[config.mk]
export PLATFORM = sky130hd
export DESIGN_NAME = swcc_sleep_ctrl
export DESIGN_NICKNAME = d
export VERILOG_FILES = /design/src/swcc_pkg.sv /design/src/swcc_delay_timer.sv /design/src/swcc_sleep_ctrl.sv
export VERILOG_INCLUDE_DIRS = /design/src /design/src/src
export SDC_FILE = /design/constraint.sdc
export NUM_CORES = 1
export LEC_CHECK = 0
export BUFFER_PORTS_ARGS = -buffer_cell sky130_fd_sc_hd__buf_2
export CORE_UTILIZATION = 52
export DETAILED_ROUTE_END_ITERATION = 16
export PLACE_DENSITY_LB_ADDON = 0.08
export SYNTH_ARGS = -nofsm -noshare
export SYNTH_HDL_FRONTEND = slang
export SYNTH_HIERARCHICAL = 1
export SYNTH_SLANG_ARGS = --single-unit
[constraint.sdc]
create_clock -name aclk -period 1.9 [get_ports aclk]
set_input_delay 0.095 -clock aclk [delete_from_list [all_inputs] [get_ports aclk]]
set_output_delay 0.095 -clock aclk [all_outputs]
set_load 0.01 [all_outputs]
[src/swcc_defines.svh]
/*
 * register offsets, field positions, reset values and nanosecond timings of the
 * sleep and wake-up clock control block.
 * assumes a single 10 MHz system clock and byte addresses on an 8-bit bus.
 */
`ifndef SWCC_DEFINES_SVH
`define SWCC_DEFINES_SVH

// register byte offsets
`define SWCC_SCLK_OFS 8'h00
`define SWCC_OSC_OFS 8'h04
`define SWCC_FLAG_OFS 8'h08
`define SWCC_MASK_OFS 8'h0c
`define SWCC_STAT_OFS 8'h10

// system_clock_control_reg fields
`define SWCC_SRC_POS 0
`define SWCC_DIV_POS 4
`define SWCC_WSRC_POS 8
`define SWCC_WDIV_POS 12
`define SWCC_WMODE_POS 15
`define SWCC_SCLK_BITS 16'hb333
`define SWCC_SCLK_RESET 16'h0000

// oscillator_control_reg fields: enables in [3:0], keep-in-sleep in [11:8]
`define SWCC_EN_POS 0
`define SWCC_KEEP_POS 8
`define SWCC_OSC_BITS 12'hf0f
`define SWCC_OSC_RESET 12'h001
`define SWCC_LOW_SPEED_ONLY 4'h2

// interrupt flag bits
`define SWCC_FLAG_MODE_DONE 0
`define SWCC_FLAG_WAKE 1

// timing
`define SWCC_CLK_PERIOD_NS 100
`define SWCC_ECO_DELAY_NS 1000000

`endif

[src/swcc_pkg.sv]
/*
 * types of the sleep and wake-up clock control block.
 * takes no numbers from swcc_defines.svh; state codes and field widths are written here.
 */
package swcc_pkg;

   // one-hot sleep sequencer states
   typedef enum logic [3:0] {
      SWCC_RUN = 4'b0001,
      SWCC_ECO_WAIT = 4'b0010,
      SWCC_SLEEP_ECO = 4'b0100,
      SWCC_SLEEP_NORM = 4'b1000
   } swcc_state_t;

   // clock selection carried to the clock generator
   typedef struct packed {
      logic [1:0] source;
      logic [1:0] divider;
   } swcc_clk_sel_t;

endpackage : swcc_pkg

[src/swcc_delay_timer.sv]
/*
 * delay timer: counts while run is high and pulses done once the count
 * is reached; dropping run clears it.
 * assumes one synchronous active-low reset and cycles below 16384.
 */
`timescale 1ns/100ps
module swcc_delay_timer #(
   parameter int CYCLES = 10000
) (
   input wire logic aclk,
   input wire logic aresetn,
   input wire logic run,
   output logic done
);

   logic [13:0] count;

   // restart on every new run so an aborted wait leaves no residue
   always_ff @(posedge aclk) begin
      if (!aresetn || !run) begin
         count <= 14'h0000;
      end else if (count != 14'(CYCLES - 1)) begin
         count <= count + 14'h0001;
      end
   end

   always_ff @(posedge aclk) begin
      if (!aresetn) begin
         done <= 1'b0;
      end else begin
         done <= run && (count == 14'(CYCLES - 2)); // one pulse per wait
      end
   end

endmodule : swcc_delay_timer

[src/swcc_sleep_ctrl.sv]
/*
 * sleep entry and wake-up clock control with an axi4-lite register slave,
 * sticky interrupt flags and a regulator economy mode output.
 * assumes sleep_req and wake_req are one-cycle pulses synchronous to aclk,
 * and a 10 MHz aclk.
 */
`timescale 1ns/100ps
`include "swcc_defines.svh"

module swcc_sleep_ctrl
   import swcc_pkg::*;
#(
   parameter int ECO_DELAY_CYCLES = (`SWCC_ECO_DELAY_NS + `SWCC_CLK_PERIOD_NS - 1) / `SWCC_CLK_PERIOD_NS
) (
   input wire logic aclk,
   input wire logic aresetn,
   input wire logic [7:0] s_axi_awaddr,
   input wire logic s_axi_awvalid,
   output logic s_axi_awready,
   input wire logic [31:0] s_axi_wdata,
   input wire logic [3:0] s_axi_wstrb,
   input wire logic s_axi_wvalid,
   output logic s_axi_wready,
   output logic [1:0] s_axi_bresp,
   output logic s_axi_bvalid,
   input wire logic s_axi_bready,
   input wire logic [7:0] s_axi_araddr,
   input wire logic s_axi_arvalid,
   output logic s_axi_arready,
   output logic [31:0] s_axi_rdata,
   output logic [1:0] s_axi_rresp,
   output logic s_axi_rvalid,
   input wire logic s_axi_rready,
   input wire logic sleep_req,
   input wire logic wake_req,
   output logic sleeping,
   output logic economy_mode,
   output swcc_clk_sel_t sysclk_sel,
   output logic [3:0] osc_enable,
   output logic irq
);

   logic [15:0] sclk_reg;
   logic [11:0] osc_reg;
   logic [1:0] flags;
   logic [1:0] irq_mask;
   swcc_state_t state;
   logic aw_held;
   logic w_held;
   logic [7:0] wr_addr;
   logic [31:0] wr_data;
   logic [3:0] wr_strb;
   logic [31:0] wr_mask;
   logic wr_fire;
   logic wr_mapped;
   logic [31:0] next_rdata;
   logic rd_mapped;
   logic eco_done;
   logic wake_fire;
   logic wake_reload;
   logic [1:0] wake_src;
   logic [3:0] keep_mask;

   // byte lanes expand to a bit mask
   genvar gi;
   generate
      for (gi = 0; gi < 4; gi++) begin : g_lane
         assign wr_mask[gi*8 +: 8] = {8{wr_strb[gi]}};
      end
   endgenerate

   // address and data are taken in either order, write happens once both are held
   assign s_axi_awready = !aw_held && !s_axi_bvalid;
   assign s_axi_wready = !w_held && !s_axi_bvalid;
   assign wr_fire = aw_held && w_held && !s_axi_bvalid;
   assign wr_mapped = (wr_addr == `SWCC_SCLK_OFS) || (wr_addr == `SWCC_OSC_OFS) ||
                      (wr_addr == `SWCC_FLAG_OFS) || (wr_addr == `SWCC_MASK_OFS) ||
                      (wr_addr == `SWCC_STAT_OFS);

   always_ff @(posedge aclk) begin
      if (!aresetn) begin
         aw_held <= 1'b0;
         wr_addr <= 8'h00;
      end else if (s_axi_awvalid && s_axi_awready) begin
         aw_held <= 1'b1;
         wr_addr <= s_axi_awaddr;
      end else if (wr_fire) begin
         aw_held <= 1'b0;
      end
   end

   always_ff @(posedge aclk) begin
      if (!aresetn) begin
         w_held <= 1'b0;
         wr_data <= 32'h0000_0000;
         wr_strb <= 4'h0;
      end else if (s_axi_wvalid && s_axi_wready) begin
         w_held <= 1'b1;
         wr_data <= s_axi_wdata;
         wr_strb <= s_axi_wstrb;
      end else if (wr_fire) begin
         w_held <= 1'b0;
      end
   end

   // write response; unmapped addresses answer slverr
   always_ff @(posedge aclk) begin
      if (!aresetn) begin
         s_axi_bvalid <= 1'b0;
         s_axi_bresp <= 2'b00;
      end else if (wr_fire) begin
         s_axi_bvalid <= 1'b1;
         s_axi_bresp <= wr_mapped ? 2'b00 : 2'b10;
      end else if (s_axi_bready) begin
         s_axi_bvalid <= 1'b0;
      end
   end

   // wake-up handling is decided from the register contents at the wake edge
   assign wake_fire = wake_req && (state != SWCC_RUN);
   assign wake_reload = sclk_reg[`SWCC_WMODE_POS];
   assign wake_src = sclk_reg[`SWCC_WSRC_POS +: 2];
   assign keep_mask = osc_reg[`SWCC_KEEP_POS +: 4];

   // system clock control; a wake reload wins over a software write in the same cycle
   always_ff @(posedge aclk) begin
      if (!aresetn) begin
         sclk_reg <= `SWCC_SCLK_RESET;
      end else if (wake_fire && wake_reload) begin
         sclk_reg[`SWCC_SRC_POS +: 2] <= wake_src;
         sclk_reg[`SWCC_DIV_POS +: 2] <= sclk_reg[`SWCC_WDIV_POS +: 2];
      end else if (wr_fire && wr_addr == `SWCC_SCLK_OFS) begin
         sclk_reg <= ((sclk_reg & ~wr_mask[15:0]) | (wr_data[15:0] & wr_mask[15:0])) & `SWCC_SCLK_BITS;
      end
   end

   // oscillator enables; on a wake reload, unused sources are stopped unless kept for sleep
   always_ff @(posedge aclk) begin
      if (!aresetn) begin
         osc_reg <= `SWCC_OSC_RESET;
      end else if (wake_fire && wake_reload) begin
         osc_reg[`SWCC_EN_POS +: 4] <= osc_reg[`SWCC_EN_POS +: 4] &
                                       ((4'h1 << wake_src) | keep_mask);
      end else if (wr_fire && wr_addr == `SWCC_OSC_OFS) begin
         osc_reg <= ((osc_reg & ~wr_mask[11:0]) | (wr_data[11:0] & wr_mask[11:0])) & `SWCC_OSC_BITS;
      end
   end

   // sleep sequencer
   always_ff @(posedge aclk) begin
      if (!aresetn) begin
         state <= SWCC_RUN;
      end else begin
         unique case (state)
            SWCC_RUN: begin
               if (sleep_req) begin
                  if (osc_reg[`SWCC_EN_POS +: 4] == `SWCC_LOW_SPEED_ONLY) begin
                     state <= SWCC_ECO_WAIT;
                  end else begin
                     state <= SWCC_SLEEP_NORM;
                  end
               end
            end
            SWCC_ECO_WAIT: begin
               if (wake_req) begin
                  state <= SWCC_RUN;
               end else if (eco_done) begin
                  state <= SWCC_SLEEP_ECO;
               end
            end
            SWCC_SLEEP_ECO, SWCC_SLEEP_NORM: begin
               if (wake_req) begin
                  state <= SWCC_RUN;
               end
            end
            default: begin
               state <= SWCC_RUN;
            end
         endcase
      end
   end

   swcc_delay_timer #(
      .CYCLES(ECO_DELAY_CYCLES)
   ) u_eco_timer (
      .aclk(aclk),
      .aresetn(aresetn),
      .run(state == SWCC_ECO_WAIT && !wake_req),
      .done(eco_done)
   );

   // sticky flags; a hardware set wins over a write-one clear
   always_ff @(posedge aclk) begin
      if (!aresetn) begin
         flags <= 2'b00;
      end else begin
         flags <= (flags & ~((wr_fire && wr_addr == `SWCC_FLAG_OFS) ? (wr_data[1:0] & wr_mask[1:0]) : 2'b00))
                  | {wake_fire, eco_done && state == SWCC_ECO_WAIT && !wake_req};
      end
   end

   always_ff @(posedge aclk) begin
      if (!aresetn) begin
         irq_mask <= 2'b00;
      end else if (wr_fire && wr_addr == `SWCC_MASK_OFS) begin
         irq_mask <= (irq_mask & ~wr_mask[1:0]) | (wr_data[1:0] & wr_mask[1:0]);
      end
   end

   // outputs to the clock generator come straight from flops; economy_mode for the regulator is decoded from state
   assign sysclk_sel.source = sclk_reg[`SWCC_SRC_POS +: 2];
   assign sysclk_sel.divider = sclk_reg[`SWCC_DIV_POS +: 2];
   assign osc_enable = osc_reg[`SWCC_EN_POS +: 4];
   assign sleeping = (state != SWCC_RUN);
   assign economy_mode = (state == SWCC_SLEEP_ECO);
   assign irq = |(flags & irq_mask);

   // read mux; status holds economy_mode and sleeping, decoded from sequencer state
   always_comb begin
      next_rdata = 32'h0000_0000;
      rd_mapped = 1'b1;
      case (s_axi_araddr)
         `SWCC_SCLK_OFS: next_rdata[15:0] = sclk_reg;
         `SWCC_OSC_OFS: next_rdata[11:0] = osc_reg;
         `SWCC_FLAG_OFS: next_rdata[1:0] = flags;
         `SWCC_MASK_OFS: next_rdata[1:0] = irq_mask;
         `SWCC_STAT_OFS: next_rdata[1:0] = {economy_mode, sleeping};
         default: rd_mapped = 1'b0;
      endcase
   end

   assign s_axi_arready = !s_axi_rvalid;

   always_ff @(posedge aclk) begin
      if (!aresetn) begin
         s_axi_rvalid <= 1'b0;
         s_axi_rdata <= 32'h0000_0000;
         s_axi_rresp <= 2'b00;
      end else if (s_axi_arvalid && s_axi_arready) begin
         s_axi_rvalid <= 1'b1;
         s_axi_rdata <= next_rdata;
         s_axi_rresp <= rd_mapped ? 2'b00 : 2'b10;
      end else if (s_axi_rready) begin
         s_axi_rvalid <= 1'b0;
      end
   end

endmodule : swcc_sleep_ctrl

; ---- Word-level counts from Yosys, hierarchy flattened
; Cells that the tools add are included.
; W data, S select, Z words.
[op_classes]
addsub = 1
n_mul = 0
n_div = 0
magnitude_cmp = 0
eq_ne = 19
n_shift = 1
muxes = 25
bitwise_logic = 19
reduce_logical = 43
[ops]
columns = cell, n
row1 = $and A16 B16 Y16, 2
row2 = $eq A8 B4 Y1 const B, 4
row3 = $mux W4, 8
row4 = $and A12 B12 Y12, 2
row5 = $pmux W10 S2, 1
row6 = $logic_and A1 B1 Y1, 17
row7 = $eq A8 B3 Y1 const B, 2
row8 = $eq A8 B5 Y1 const B, 2
row9 = $logic_not A8 Y1, 2
row10 = $not A16 Y16, 1
row11 = $or A16 B16 Y16, 1
row12 = $add A14 B1 Y14 const B, 1
row13 = $eq A14 B14 Y1 const B, 1
row14 = $ne A14 B14 Y1 const B, 1
row15 = $not A12 Y12, 1
row16 = $or A12 B12 Y12, 1
row17 = $pmux W4 S3, 1
row18 = $reduce_bool A2 Y1, 6
row19 = $mux W2, 5
row20 = $pmux W2 S5, 1
row21 = $and A2 B2 Y2, 4
row22 = $eq A4 B2 Y1 const B, 2
row23 = $mux W1, 8
row24 = $logic_not A1 Y1, 7
row25 = other kinds (18), 27
[word_totals]
reg_bits = 90
latch_bits = 0
ramBits = 0
mem_bits_ro = 0
input_bits = 61
out_inout_bits = 52
word_cells = 127
n_memories = 0

; ---- Depth between registers and ports, before layout
[depth]
word_depth = 7
ltp_mapped = 6
ltp_nobuf = 5

; ---- Modules after synthesis
; The synthesis kept the hierarchy.
[by_module_without_submodules]
columns = module, n_inst, cells_per_inst, area_per_inst_um2, seq_area_each_um2
row1 = swcc_sleep_ctrl, 1, 371, 3180.6, 1341.3
row2 = swcc_delay_timer, 1, 84, 706.9, 300.3

; ---- Worst setup path after synthesis
; OpenSTA, ideal clock, no wires.
[synth_path]
kind = flip-flop to flip-flop
startpoint = register u_eco_timer.count[4]
endpoint = register u_eco_timer.count[1]
setup_ns = 0.128
t_arrival_ns = 1.518
required_ns = 1.772
path_slack_ns = 0.254
stages_incl_launch_ff = 5
period_less_slack_ns = 1.646
path_cell_list = dfxtp_1 -> or4_4 -> nor4_4 -> mux2i_1 -> nor2_1
[synth_via]
elab_chain_len = 1
[synth_lines]
columns = item, line
row1 = from (decl), swcc_delay_timer.sv:16  ; logic [13:0] count;
row2 = from (signal assigned), swcc_delay_timer.sv:23  ; count <= count + 14'h0001;
row3 = $ne A14 B14 Y1, swcc_delay_timer.sv:22  ; end else if (count != 14'(CYCLES - 1)) begin
; Every way passes these cells.
; A chain may end at the register's enable or synchronous reset.

; ---- Worst setup path after layout
; Same ends and word-level chain as after synthesis.

==> flow_summary.toml <==
[setup_path]
reg2reg_slack_ns = 0.15
endpoint_kind = "flip-flop"
critPathLaunch = "u_eco_timer/count[4]"
crit_chain = "or4_4, nor4_4, mux2i_1, nor2_1"
critPathMaxFanout = 7
slowest_stage = "or4_4"
critPathArrivalTime_ns = 1.99
path_buf_inv = 0
worstSetupPathType = "reg -> reg"
worst_setup_path_start_kind = "flip-flop"
rr_startpoint = "u_eco_timer/count[4]"
critPathRequiredTime_ns = 2.15
cpLargestDelayFamily = "simple AND/OR/NAND/NOR gates"
max_stage_delay_ns = 0.56

[routing]
wl_um = 8779
wire_per_inst_um = 13.67
viasPerCell = 5.263
dr_total_vias = 3379
drt_iter0_markers = 117
drtAntennaViolNets = 0
drtPass1Iterations = 5
drc = 0

[floorplan]
rows = 31
die_area_um2 = 7826
coreArea_um2 = 7253
die-width_um = 88.47
initial_core_util_pct = 53.60
num_io_pins = 113
fp.dieH_um = 88.47

[yosys]
synth_area_um2 = 3887
synth_edf_count = 0
yosys_warnings = 6
synth_seq_cells = 82
ys_seq_area_share_pct = 42.23
async_flop_share_pct = 0
synth-main-ff-cell = "dfxtp_1"
synth_cell_types = 62
syn_inst = 455
synth_area_per_cell_um2 = 8.544

[timing]
post-route-period-util_pct = 91.96
skew_ns = 0.008319
drv_slew = 0
period_needed_ns = 1.747
rsz0062_at_grt = "no"
maxSlewHeadroom_pct = 61.51
setup_tns_ns = 0
holdWs_ns = 0.01720
finalHoldViolCount = 0
setup_violations = 0
tightest_slew_ns = 0.5759
fmax_mhz = 572.3

[clock_network]
post_cts_resized = 0
clock_latency_ns = 0.34
path_clk_slew_ns = 0.08
clock-sinks = 82
root_buffer = "clkbuf_8"
clockBufferDepth = 2
htreeDepth = 3
numCtsBuffers = 9
cts_tree = "done"

[cells_and_area]
fillerInstances = 653
drive_gt1_share_pct = 22.10
design_area_um2 = 4626
syn2layout_area_growth_pct = 18.99
fin_nets = 602
num_antenna_cells = 0

[pwr]
pwr_density_cell_nw_per_um2 = 784.7
p_leak_nw = 1.849
vdd_ir_drop_max_uv = 363.0

[min_path]
hp-class = "in -> reg"
hp-start = "s_axi_rready"

[global_route]
track_usage_pct = 23.23
gr-total-overflow = 0
grt_max_degree = 36
antenna_found_initial = 0
first_global_vias = 2906
grt_pass1_wl_um = 13970

[placement]
post-dp-hpwl_um = 6211
io_buffers = 70
placed_area_um2 = 4189
gp_congestion = 0.8371

[job]
cap_violations = 0

[outcome]
outcome = "complete, no violations"
[layer usage]
metal | share of wire [%] | GRT usage, % | vias up
met1 | 49 | 31.63 | 1555
met3 | 3.8 | 4.757 | 7
li1 | - | - | 1727
met2 | 46 | 36.78 | 90
met4 | 1.1 | 7.918 | 0
met5 | 0 | 0 | -
[report_power, final]
| group | switching, W | total (W) | leakage, nW | internal, W |
|---|---|---|---|---|
| sequential | 0.0000639 | 0.00184 | 0.666 | 0.00178 |
| clock | 0.000604 | 0.00133 | 0.105 | 0.000726 |
| combinational | 0.000266 | 0.000456 | 1.08 | 0.000190 |
[worst paths after layout]
kind / cells past startpoint / end
min reg2reg: 2 / s_axi_rdata[8]
max: 4 / u_eco_timer/count[1]
min: 3 / s_axi_rvalid
max reg2reg: 4 / u_eco_timer/count[1]
[worst register-to-register path: cells and delay by family (launching register included)]
family,cells,cell delay (ns)
multiplexers,1,0.24
flip-flops,1,0.35
AND/OR/NAND/NOR,3,1.06
[stage by stage]
step,utilization (%),cells,power (W),worst slack [ns]
final,63.77,642,0.003630,0.1528
after global routing,63.77,642,0.003819,0.005718
after CTS,63.77,642,0.003664,0.1062
after detailed placement,57.75,604,0.002300,0.1115
after global placement,57.75,604,0.002291,0.1666
after floorplan,-,475,0.002181,0.2543
[layout make-up]
class                      count  area (um^2)  share of cell area, %
sequential                    82         1642                  35.49
clock buffer                   9        123.9                  2.678
inverter                      14        52.55                  1.136
multi-input combinational    330         1953                  42.22
tap                           99        123.9                  2.678
clock inverter                 6        82.58                  1.785
timing repair buffer         102        648.1                  14.01
[synth_stat cells, types with 2 or more instances]
master	instances	area share, %
nor4b_2	2	0.77
a32o_1	4	1.0
or4_4	3	0.87
buf_6	2	0.58
o31ai_1	11	2.1
nand2b_1	2	0.32
clkbuf_1	13	1.3
nor3_1	9	1.2
buf_2	2	0.26
a22oi_1	6	1.2
and2_1	4	0.64
nor3_4	2	0.84
nor4_2	2	0.64
o211ai_1	2	0.39
nor4_1	2	0.32
o21ai_0	10	1.3
or3_1	3	0.48
a21boi_0	3	0.58
xnor2_1	7	1.6
o21a_1	3	0.58
ha_1	2	0.64
a31o_2	2	0.45
nor2_1	31	3.0
a21oi_1	51	6.6
nand2_1	69	6.7
mux2_2	4	1.2
mux2i_1	11	2.8
or3_2	2	0.39
nor2b_1	6	0.97
buf_4	30	5.8
nand4_1	15	2.4
inv_1	13	1.3
o311ai_0	2	0.45
o21ai_1	4	0.51
dfxtp_1	82	42
and3_1	3	0.48
nand3_1	11	1.4
[kinds of logic (layout without fill, tap and decap cells)]
kind of cell	after synthesis	after routing	share of synthesized area [%]
simple gates	177	177	24.40
flops	82	82	42.23
buf+inv	63	131	9.462
mux	15	15	3.991
xor+xnor	8	8	1.802
fa+ha+maj	2	2	0.6436
other cells	1	21	0.09646
compound gates	107	107	17.38
[layout by cell type, fill, tap and decap left out, types with 11 or more instances in the layout]
cell type,instances
nand2_1,69
dlygate4sd3_1,23
buf_2,70
mux2i_1,11
a21oi_1,51
inv_1,13
o31ai_1,11
nand4_1,15
nor2_1,31
nand3_1,11
conb_1,21
dfxtp_1,82
[repair_timing]
| item | 4_1_cts | 5_1_grt |
|---|---|---|
| endpoints found under the hold margin | 23 | 0 |
| setup buffers | 0 | 0 |
| hold buffers | 23 | 0 |
| endpoints found under the setup margin | 0 | 1 |
No activity file was read; power rests on OpenSTA's default activity.
